`config.mk`:
```
export PLATFORM = sky130hd
export DESIGN_NAME = dtc_timer
export DESIGN_NICKNAME = d
export VERILOG_FILES = /design/src/common/dtc_pkg.sv /design/src/hdl/dtc_timer.sv
export SDC_FILE = /design/constraint.sdc
export NUM_CORES = 1
export LEC_CHECK = 0
export BUFFER_PORTS_ARGS = -buffer_cell sky130_fd_sc_hd__buf_2
export CAP_MARGIN = 40
export CELL_PAD_IN_SITES_DETAIL_PLACEMENT = 1
export CELL_PAD_IN_SITES_GLOBAL_PLACEMENT = 1
export CORE_ASPECT_RATIO = 0.75
export CORE_MARGIN = 3
export CORE_UTILIZATION = 36
export CTS_CLUSTER_DIAMETER = 50
export DETAILED_ROUTE_END_ITERATION = 8
export MAX_ROUTING_LAYER = met4
export PLACE_DENSITY = 0.83
export SLEW_MARGIN = 25
export SYNTH_ARGS = -nofsm -noshare
export SYNTH_HDL_FRONTEND = slang
export SYNTH_SLANG_ARGS = --single-unit
```
`constraint.sdc`:
```
create_clock -name ref_clk -period 2.05 [get_ports ref_clk]
set_input_delay 0.1025 -clock ref_clk [delete_from_list [all_inputs] [get_ports ref_clk]]
set_output_delay 0.1025 -clock ref_clk [all_outputs]
set_load 0.02 [all_outputs]
```
`src/common/dtc_pkg.sv`:
```
package dtc_pkg;
	localparam logic [7:0] ADDR_CONTROL = 8'h88;
	localparam logic [7:0] ADDR_MODE = 8'h89;
	localparam logic [7:0] ADDR_T0_LOW = 8'h8a;
	localparam logic [7:0] ADDR_T1_LOW = 8'h8b;
	localparam logic [7:0] ADDR_T0_HIGH = 8'h8c;
	localparam logic [7:0] ADDR_T1_HIGH = 8'h8d;
	localparam logic [7:0] ADDR_CONTROL_B = 8'h91;
	localparam logic [7:0] ADDR_CLOCK_CFG = 8'h8e;
	localparam logic [7:0] ADDR_ACK = 8'h8f;
	localparam int BIT_OVF1 = 7;
	localparam int BIT_RUN1 = 6;
	localparam int BIT_OVF0 = 5;
	localparam int BIT_RUN0 = 4;
	localparam int BIT_GATING_ENABLE_TIMER1 = 7;
	localparam int BIT_CT1 = 6;
	localparam int BIT_GATING_ENABLE_TIMER0 = 3;
	localparam int BIT_CT0 = 2;
	localparam logic [7:0] RESET_CONTROL = 8'h00;
	localparam logic [7:0] RESET_MODE = 8'h00;
	localparam logic [7:0] RESET_CONTROL_B = 8'h00;
	localparam logic [3:0] PRESCALE_COMPAT = 4'h6;
	localparam logic [2:0] DIVIDER_COMPAT = 3'h2;
	localparam logic [3:0] PRESCALE_FAST = 4'h0;
	localparam logic [2:0] DIVIDER_FAST = 3'h0;
	localparam logic [12:0] MODE0_MAX = 13'h1fff;
	localparam logic [15:0] MODE1_MAX = 16'hffff;
	typedef enum logic [1:0] {
		DTC_MODE_13BIT,
		DTC_MODE_16BIT,
		DTC_MODE_RELOAD,
		DTC_MODE_SPLIT
	} dtc_mode_t;
	typedef struct packed {
		logic [7:0] high;
		logic [7:0] low;
	} dtc_count_t;
	typedef struct packed {
		logic gate;
		logic counter_sel;
		dtc_mode_t mode;
	} dtc_tmode_t;
endpackage

```
`src/hdl/dtc_timer.sv`:
```
// What this block does
// - Timer function counts prescaled clock cycles
// - Prescale factor 1 to 16 from select
// - One prescaler shared by both timers
// - Compatibility defaults: divider 2, prescaler 6
// - Fast mode defaults: divider 0, prescaler 0
// - Counter function counts pin falling edges
// - Fast mode samples pin every cycle
// - New count visible cycle after detection
// - External count rate at most half clock
// - Compatibility samples pin per prescaler tick
// - Four modes; count-source and mode fields
// - Count-source bits at mode bits 6, 2
// - Mode 0: 13 bits, high plus low[4:0]
// - Mode 0 rollover sets overflow flag
// - Count only when run and gate allow
// - Setting run never clears the count
// - Mode 1: 16 bits, FFFF to 0 overflows
// - Mode 0 overflow after 8192 ticks
// - Mode 1 overflow after 65536 ticks
// - Timer 0 mirrors timer 1 with own bits
// - Flag set on overflow, cleared on vectoring
module dtc_timer #(
	parameter int NUM_TIMERS = 2
) (
	input wire logic ref_clk,
	input wire logic rst_n,
	input wire logic compat_mode,
	input wire logic [31:0] paddr,
	input wire logic psel,
	input wire logic penable,
	input wire logic pwrite,
	input wire logic [31:0] pwdata,
	input wire logic [3:0] pstrb,
	output logic [31:0] prdata,
	output logic pready,
	output logic pslverr,
	input wire logic count_input_pin_a,
	input wire logic count_input_pin_b,
	input wire logic gate_pin_a,
	input wire logic gate_pin_b,
	input wire logic [1:0] vector_ack,
	output logic overflow_flag_timer0,
	output logic overflow_flag_timer1
);
	logic [7:0] timer_control;
	logic [7:0] timer_mode;
	logic [7:0] timer_control_b;
	logic [3:0] timer_prescale_select;
	logic [2:0] clock_divider_select;
	logic [3:0] prescale_count;
	logic mode_seen;
	dtc_pkg::dtc_count_t count [NUM_TIMERS];
	logic [NUM_TIMERS-1:0] pin_sample;
	logic [NUM_TIMERS-1:0] ovf_flag;

	wire logic apb_write = psel && penable && pwrite;
	wire logic [7:0] reg_addr = paddr[9:2];
	wire logic addr_ok = (paddr[1:0] == 2'b00) && (paddr[31:10] == 22'h0);
	wire logic hit_control = addr_ok && reg_addr == dtc_pkg::ADDR_CONTROL;
	wire logic hit_mode = addr_ok && reg_addr == dtc_pkg::ADDR_MODE;
	wire logic hit_control_b = addr_ok && reg_addr == dtc_pkg::ADDR_CONTROL_B;
	wire logic hit_clock = addr_ok && reg_addr == dtc_pkg::ADDR_CLOCK_CFG;
	wire logic hit_ack = addr_ok && reg_addr == dtc_pkg::ADDR_ACK;
	wire logic [NUM_TIMERS-1:0] hit_low;
	wire logic [NUM_TIMERS-1:0] hit_high;
	assign hit_low[0] = addr_ok && reg_addr == dtc_pkg::ADDR_T0_LOW;
	assign hit_low[1] = addr_ok && reg_addr == dtc_pkg::ADDR_T1_LOW;
	assign hit_high[0] = addr_ok && reg_addr == dtc_pkg::ADDR_T0_HIGH;
	assign hit_high[1] = addr_ok && reg_addr == dtc_pkg::ADDR_T1_HIGH;
	wire logic any_hit = hit_control | hit_mode | hit_control_b | hit_clock | hit_ack | (|hit_low) | (|hit_high);
	wire logic lane0 = apb_write && pstrb[0];

	// Shared prescaler tick: one pulse per (select+1) clocks
	wire logic tick = (prescale_count == timer_prescale_select);

	always_ff @(posedge ref_clk or negedge rst_n) begin
		if (!rst_n) begin
			mode_seen <= 1'b0;
			timer_prescale_select <= dtc_pkg::PRESCALE_FAST;
			clock_divider_select <= dtc_pkg::DIVIDER_FAST;
		end else if (!mode_seen) begin
			// Mode strap caught once after reset release
			mode_seen <= 1'b1;
			timer_prescale_select <= compat_mode ? dtc_pkg::PRESCALE_COMPAT : dtc_pkg::PRESCALE_FAST;
			clock_divider_select <= compat_mode ? dtc_pkg::DIVIDER_COMPAT : dtc_pkg::DIVIDER_FAST;
		end else if (lane0 && hit_clock) begin
			timer_prescale_select <= pwdata[3:0];
			clock_divider_select <= pwdata[6:4];
		end
	end

	always_ff @(posedge ref_clk or negedge rst_n) begin
		if (!rst_n)
			prescale_count <= 4'h0;
		else if (tick)
			prescale_count <= 4'h0;
		else
			prescale_count <= prescale_count + 4'h1;
	end

	always_ff @(posedge ref_clk or negedge rst_n) begin
		if (!rst_n) begin
			timer_mode <= dtc_pkg::RESET_MODE;
			timer_control_b <= dtc_pkg::RESET_CONTROL_B;
		end else begin
			if (lane0 && hit_mode)
				timer_mode <= pwdata[7:0];
			if (lane0 && hit_control_b)
				timer_control_b <= pwdata[7:0];
		end
	end

	wire logic [NUM_TIMERS-1:0] gate_pins = {gate_pin_b, gate_pin_a};
	wire logic [NUM_TIMERS-1:0] count_pins = {count_input_pin_b, count_input_pin_a};
	wire logic [NUM_TIMERS-1:0] run_bits = {timer_control[dtc_pkg::BIT_RUN1], timer_control[dtc_pkg::BIT_RUN0]};
	wire logic [NUM_TIMERS-1:0] overflow;

	generate
		for (genvar i = 0; i < NUM_TIMERS; i++) begin : g_timer
			dtc_pkg::dtc_tmode_t cfg;
			logic enable;
			logic fall;
			logic step;
			logic [15:0] cur;
			logic [15:0] inc16;
			logic [12:0] inc13;
			dtc_pkg::dtc_count_t next_count;
			assign cfg = timer_mode[4*i +: 4];
			assign enable = run_bits[i] && (!cfg.gate || gate_pins[i]);
			assign fall = tick && pin_sample[i] && !count_pins[i];
			assign step = enable && (cfg.counter_sel ? fall : tick);
			assign cur = count[i];
			assign inc16 = cur + 16'h0001;
			assign inc13 = {cur[15:8], cur[4:0]} + 13'h0001;
			// Higher modes not built here; they hold the count
			assign overflow[i] = step && ((cfg.mode == dtc_pkg::DTC_MODE_13BIT
				&& {cur[15:8], cur[4:0]} == dtc_pkg::MODE0_MAX)
				|| (cfg.mode == dtc_pkg::DTC_MODE_16BIT && cur == dtc_pkg::MODE1_MAX));

			always_comb begin
				next_count = count[i];
				if (step) begin
					unique case (cfg.mode)
						dtc_pkg::DTC_MODE_13BIT: next_count = {inc13[12:5], cur[7:5], inc13[4:0]};
						dtc_pkg::DTC_MODE_16BIT: next_count = inc16;
						dtc_pkg::DTC_MODE_RELOAD: next_count = count[i];
						dtc_pkg::DTC_MODE_SPLIT: next_count = count[i];
					endcase
				end
				// Software write wins over a same-cycle step
				if (lane0 && hit_low[i])
					next_count.low = pwdata[7:0];
				if (lane0 && hit_high[i])
					next_count.high = pwdata[7:0];
			end

			always_ff @(posedge ref_clk or negedge rst_n) begin
				if (!rst_n) begin
					count[i] <= 16'h0000;
					pin_sample[i] <= 1'b1;
				end else begin
					count[i] <= next_count;
					if (tick)
						pin_sample[i] <= count_pins[i];
				end
			end

			// Set wins over both software and vector clears
			always_ff @(posedge ref_clk or negedge rst_n) begin
				if (!rst_n)
					ovf_flag[i] <= 1'b0;
				else if (overflow[i])
					ovf_flag[i] <= 1'b1;
				else if (vector_ack[i] || (lane0 && hit_ack && pwdata[i]))
					ovf_flag[i] <= 1'b0;
				else if (lane0 && hit_control)
					ovf_flag[i] <= pwdata[i ? dtc_pkg::BIT_OVF1 : dtc_pkg::BIT_OVF0];
			end
		end
	endgenerate

	// Run and low edge bits; flags live in ovf_flag
	always_ff @(posedge ref_clk or negedge rst_n) begin
		if (!rst_n)
			timer_control <= dtc_pkg::RESET_CONTROL;
		else if (lane0 && hit_control)
			timer_control <= pwdata[7:0] & 8'h5f;
	end

	wire logic [7:0] control_view = {ovf_flag[1], timer_control[6], ovf_flag[0], timer_control[4:0]};
	logic [7:0] read_mux;
	always_comb begin
		read_mux = 8'h00;
		if (hit_control)
			read_mux = control_view;
		else if (hit_mode)
			read_mux = timer_mode;
		else if (hit_control_b)
			read_mux = timer_control_b;
		else if (hit_clock)
			read_mux = {1'b0, clock_divider_select, timer_prescale_select};
		else if (hit_low[0])
			read_mux = count[0].low;
		else if (hit_low[1])
			read_mux = count[1].low;
		else if (hit_high[0])
			read_mux = count[0].high;
		else if (hit_high[1])
			read_mux = count[1].high;
	end

	assign pready = 1'b1;
	assign pslverr = psel && penable && !any_hit;
	assign prdata = {24'h000000, read_mux};
	assign overflow_flag_timer0 = ovf_flag[0];
	assign overflow_flag_timer1 = ovf_flag[1];
endmodule

```
==> summary.txt <==
Critical path
  – Kind of critical path: reg -> out
  – CP Launch Type: register
  – Worst path cell trace: buf_6 -> mux2_4 -> a22oi_2 -> nor2_2 -> a221oi_2 -> o311a_1 -> nor2_1 -> buf_4
  – Crit Path Max Fanout: 2
  – CP max stage delay: 0.39 ns
  – Worst path top cell family by delay: compound AO/OA/AOI/OAI gates
  – RR Endpoint: count[1]
  – Buf/Inv on CP: 2
  – Reg2reg start: timer_prescale_select[1]
  – Worst Path Required: 1.95 ns
  – R2R cell count: 9
  – CP arrival: 2.08 ns
  – Crit-path slowest cell: dfrtp_1
  – CP Capture Type: primary output
  – Reg2Reg Setup Slack: -0.04 ns

Logic synthesis
  – #FFs+latches synth: 70
  – Post-synth EDFFs: 0
  – Sequential area share after synthesis: 40.23%
  – Most used DFF post-synth: dfrtp_1
  – Synth Cell Area: 0.004360 sq mm
  – Mean Syn Cell Area: 9.278 sq um
  – Distinct cells, synth: 51
  – Synth Instances: 470
  – Synth async-reset ratio: 100.0%
  – Synthesis Warnings: 0

Timing
  – Max-slew violations: 0
  – Final period util: 106.4%
  – Crit path time final: 2.182 ns
  – Final worst setup slack: -0.1322 ns
  – Max frequency: 458.3 MHz
  – RSZ-0062 raised after global routing: true
  – Clk_skew: 0.01113 ns
  – Total count of hold-check failures in the final report: 0
  – Final setup vio count: 6
  – WHS: 0.01634 ns

Layout
  – Ant. Diodes: 0
  – Nets@finish: 681
  – P&R area growth vs syn: 35.12%
  – Share of cells above drive strength 1: 38.14%
  – Filler cells: 1315
  – Cell Count, Final, Fillers Out: 765
  – Post-route cell area: 0.005892 sq mm
  – Final design utilization: 50.36%

Placement
  – Placed cells: 730
  – GPL Wtd Cong: 0.9351
  – IO Port Bufs: 63
  – Area post-placement: 0.005149 sq mm
  – Dpl hpwl: 11380 microns

Floorplan
  – Chip height: 101.3 microns
  – Top-Level Pins: 116
  – Placement Rows: 34
  – Area of the core: 0.01170 sq mm
  – Die X: 133.1 microns
  – Die Area: 0.01348 sq mm
  – Initial Utilization: 37.27%

Hold path
  – Hold Crit Depth: 2
  – Hold wc startpoint: count_input_pin_a
  – Worst Hold End: pin_sample[0]
  – Worst hold path class: in -> reg

Clock tree
  – Num CTS Buffers: 9
  – Clock tree buffer depth: 2
  – Clock transition at path regs: 0.06 ns
  – CTS tree: built
  – Clk root buf: clkbuf_16
  – Clock Latency Late Sink: 0.35 ns
  – H-tree levels: 3
  – Sink Count: 70

Global route
  – First-pass GRT wire length: 24070 microns
  – Initial antenna violation count: 0
  – Vias in the first global route: 4419
  – Largest net degree at the start of global routing: 42
  – Overflow after GRT: 0
  – Overall Global Routing Usage: 24.05%

Job
  – Max Cap Viol: 0

Status
  – Failing checks: setup timing
  – Outcome: finished with violations

Pwr
  – VDD IR max: 0.0003929 V
  – P per Cell Area: 823.7 mW/mm^2
  – Leakage: 2.722 nW
  – Total power: 4.853 mW

Drt
  – DRT Pass-1 Iters: 5
  – Post-route DRC: 0
  – Detailed Route WL: 16230 microns
  – WL per Instance: 21.21 microns
  – DR vias: 4340
  – Via/cell ratio: 5.673
  – Initial DRC count: 333
  – Final ANT Viol Nets: 0
area by class of cell:
class | count | area, sq um | share of cell area [%]
Multi-Input combinational cell | 368 | 2581 | 43.81
Inverter | 10 | 37.54 | 0.6371
Clock buffer | 9 | 225.2 | 3.822
Clock inverter | 7 | 120.1 | 2.039
Timing Repair Buffer | 139 | 964.7 | 16.37
Sequential cell | 70 | 1760 | 29.88
Tap cell | 162 | 202.7 | 3.440
sequential cells by signal, summed over array words and instances (netlist names), 2 cells and up:
register / count
prescale_count: 4
timer_mode: 8
timer_prescale_select: 4
clock_divider_select: 3
pin_sample: 2
timer_control: 6
timer_control_b: 8
count: 32
worst max path at each step:
| stage | depth (start not counted) | slack, ns | from | end |
|---|---|---|---|---|
| final | 8 | -0.13 | count[2] | prdata[2] |
| after global routing | 9 | -0.16 | timer_prescale_select[1] | count[1] |
| after CTS | 8 | -0.09 | count[2] | prdata[2] |
| after detailed placement | 8 | -0.29 | pin_sample[1] | count[4] |
| after global placement | 8 | -0.24 | pin_sample[1] | count[9] |
| after floorplan | 7 | 0.04 | pin_sample[0] | count[30] |
per-stage QoR:
step	setup TNS, ns	setup slack, ns
floorplan	0	0.03715
global placement	-1.663	-0.2422
detailed placement	-2.616	-0.2903
CTS	-0.2218	-0.09265
global route	-1.144	-0.1623
finish	-0.2387	-0.1322
layer usage:
metal  routed length (microns)  global-route usage [%]  vias up
li1                          -                       -     1891
met1                      6759                   30.76     2181
met2                      7839                   38.18      232
met3                      1215                   4.419       36
met4                       412                   9.425        0
met5                         0                       -        -
report_power, final:
| group | internal (mW) | switching, mW |
|---|---|---|
| combinational | 0.620 | 0.639 |
| clock | 1.20 | 0.663 |
| sequential | 1.56 | 0.181 |
| total | 3.37 | 1.48 |
cells in the final DEF, fill, tap and decap left out, types with 9 or more instances in the layout:
cell type  count
nor2b_1       14
nand3_1        9
o21ai_1       11
clkbuf_16      9
xor2_1        17
inv_1          9
nand2_1       38
buf_2         58
conb_1        26
nand4_1       17
a21oi_1       22
mux2_2        28
nor4_1         9
dfrtp_1       63
mux2i_1       13
nor2_1        38
buf_4         70
xnor2_1       16
o21ai_0       15
cell usage after synthesis (all sizes together), types with 2 or more instances:
cell type,n,area (sq um)
dfrtp,68,1702
nand2,39,146.4
nor2,39,146.4
buf,35,237.7
mux2,30,337.8
o21ai,29,145.1
a21oi,26,130.1
xor2,19,166.4
nand4,17,106.4
xnor2,16,140.1
nand3,15,75.07
nor2b,14,87.58
mux2i,13,130.1
clkbuf,11,41.29
nor4,11,75.07
inv,10,37.54
nor3,8,62.56
and3,7,43.79
a211oi,6,45.04
a221oi,6,52.55
nand2b,6,37.54
a22oi,4,30.03
and2,4,25.02
and4,3,26.28
ha,3,37.54
a2111oi,2,17.52
a221o,2,20.02
a32o,2,20.02
a41o,2,20.02
conb,2,7.510
dfstp,2,52.55
nor3b,2,15.01
o221ai,2,17.52
o22ai,2,12.51
or3,2,12.51
logic make-up (layout without fill, tap and decap cells):
logic type,Yosys count,count (layout),synth area share (%)
fa+ha+maj,3,3,0.8609
compound gates,92,92,13.49
xor+xnor,35,35,7.030
simple gates,169,169,20.23
flops,70,70,40.23
other cells,2,26,0.1722
buf+inv,56,165,7.260
mux,43,43,10.73
timing repair:
item | 4_1_cts | 5_1_grt
gates resized for setup | 31 | 40
endpoints found under the setup margin | 31 | 26
buffers inserted | 11 | 8
hold endpoints to repair | 15 | 0
pin swaps | 17 | 26
hold buffers | 1 | 0
Note: power is estimated with default switching activity, not from simulation.
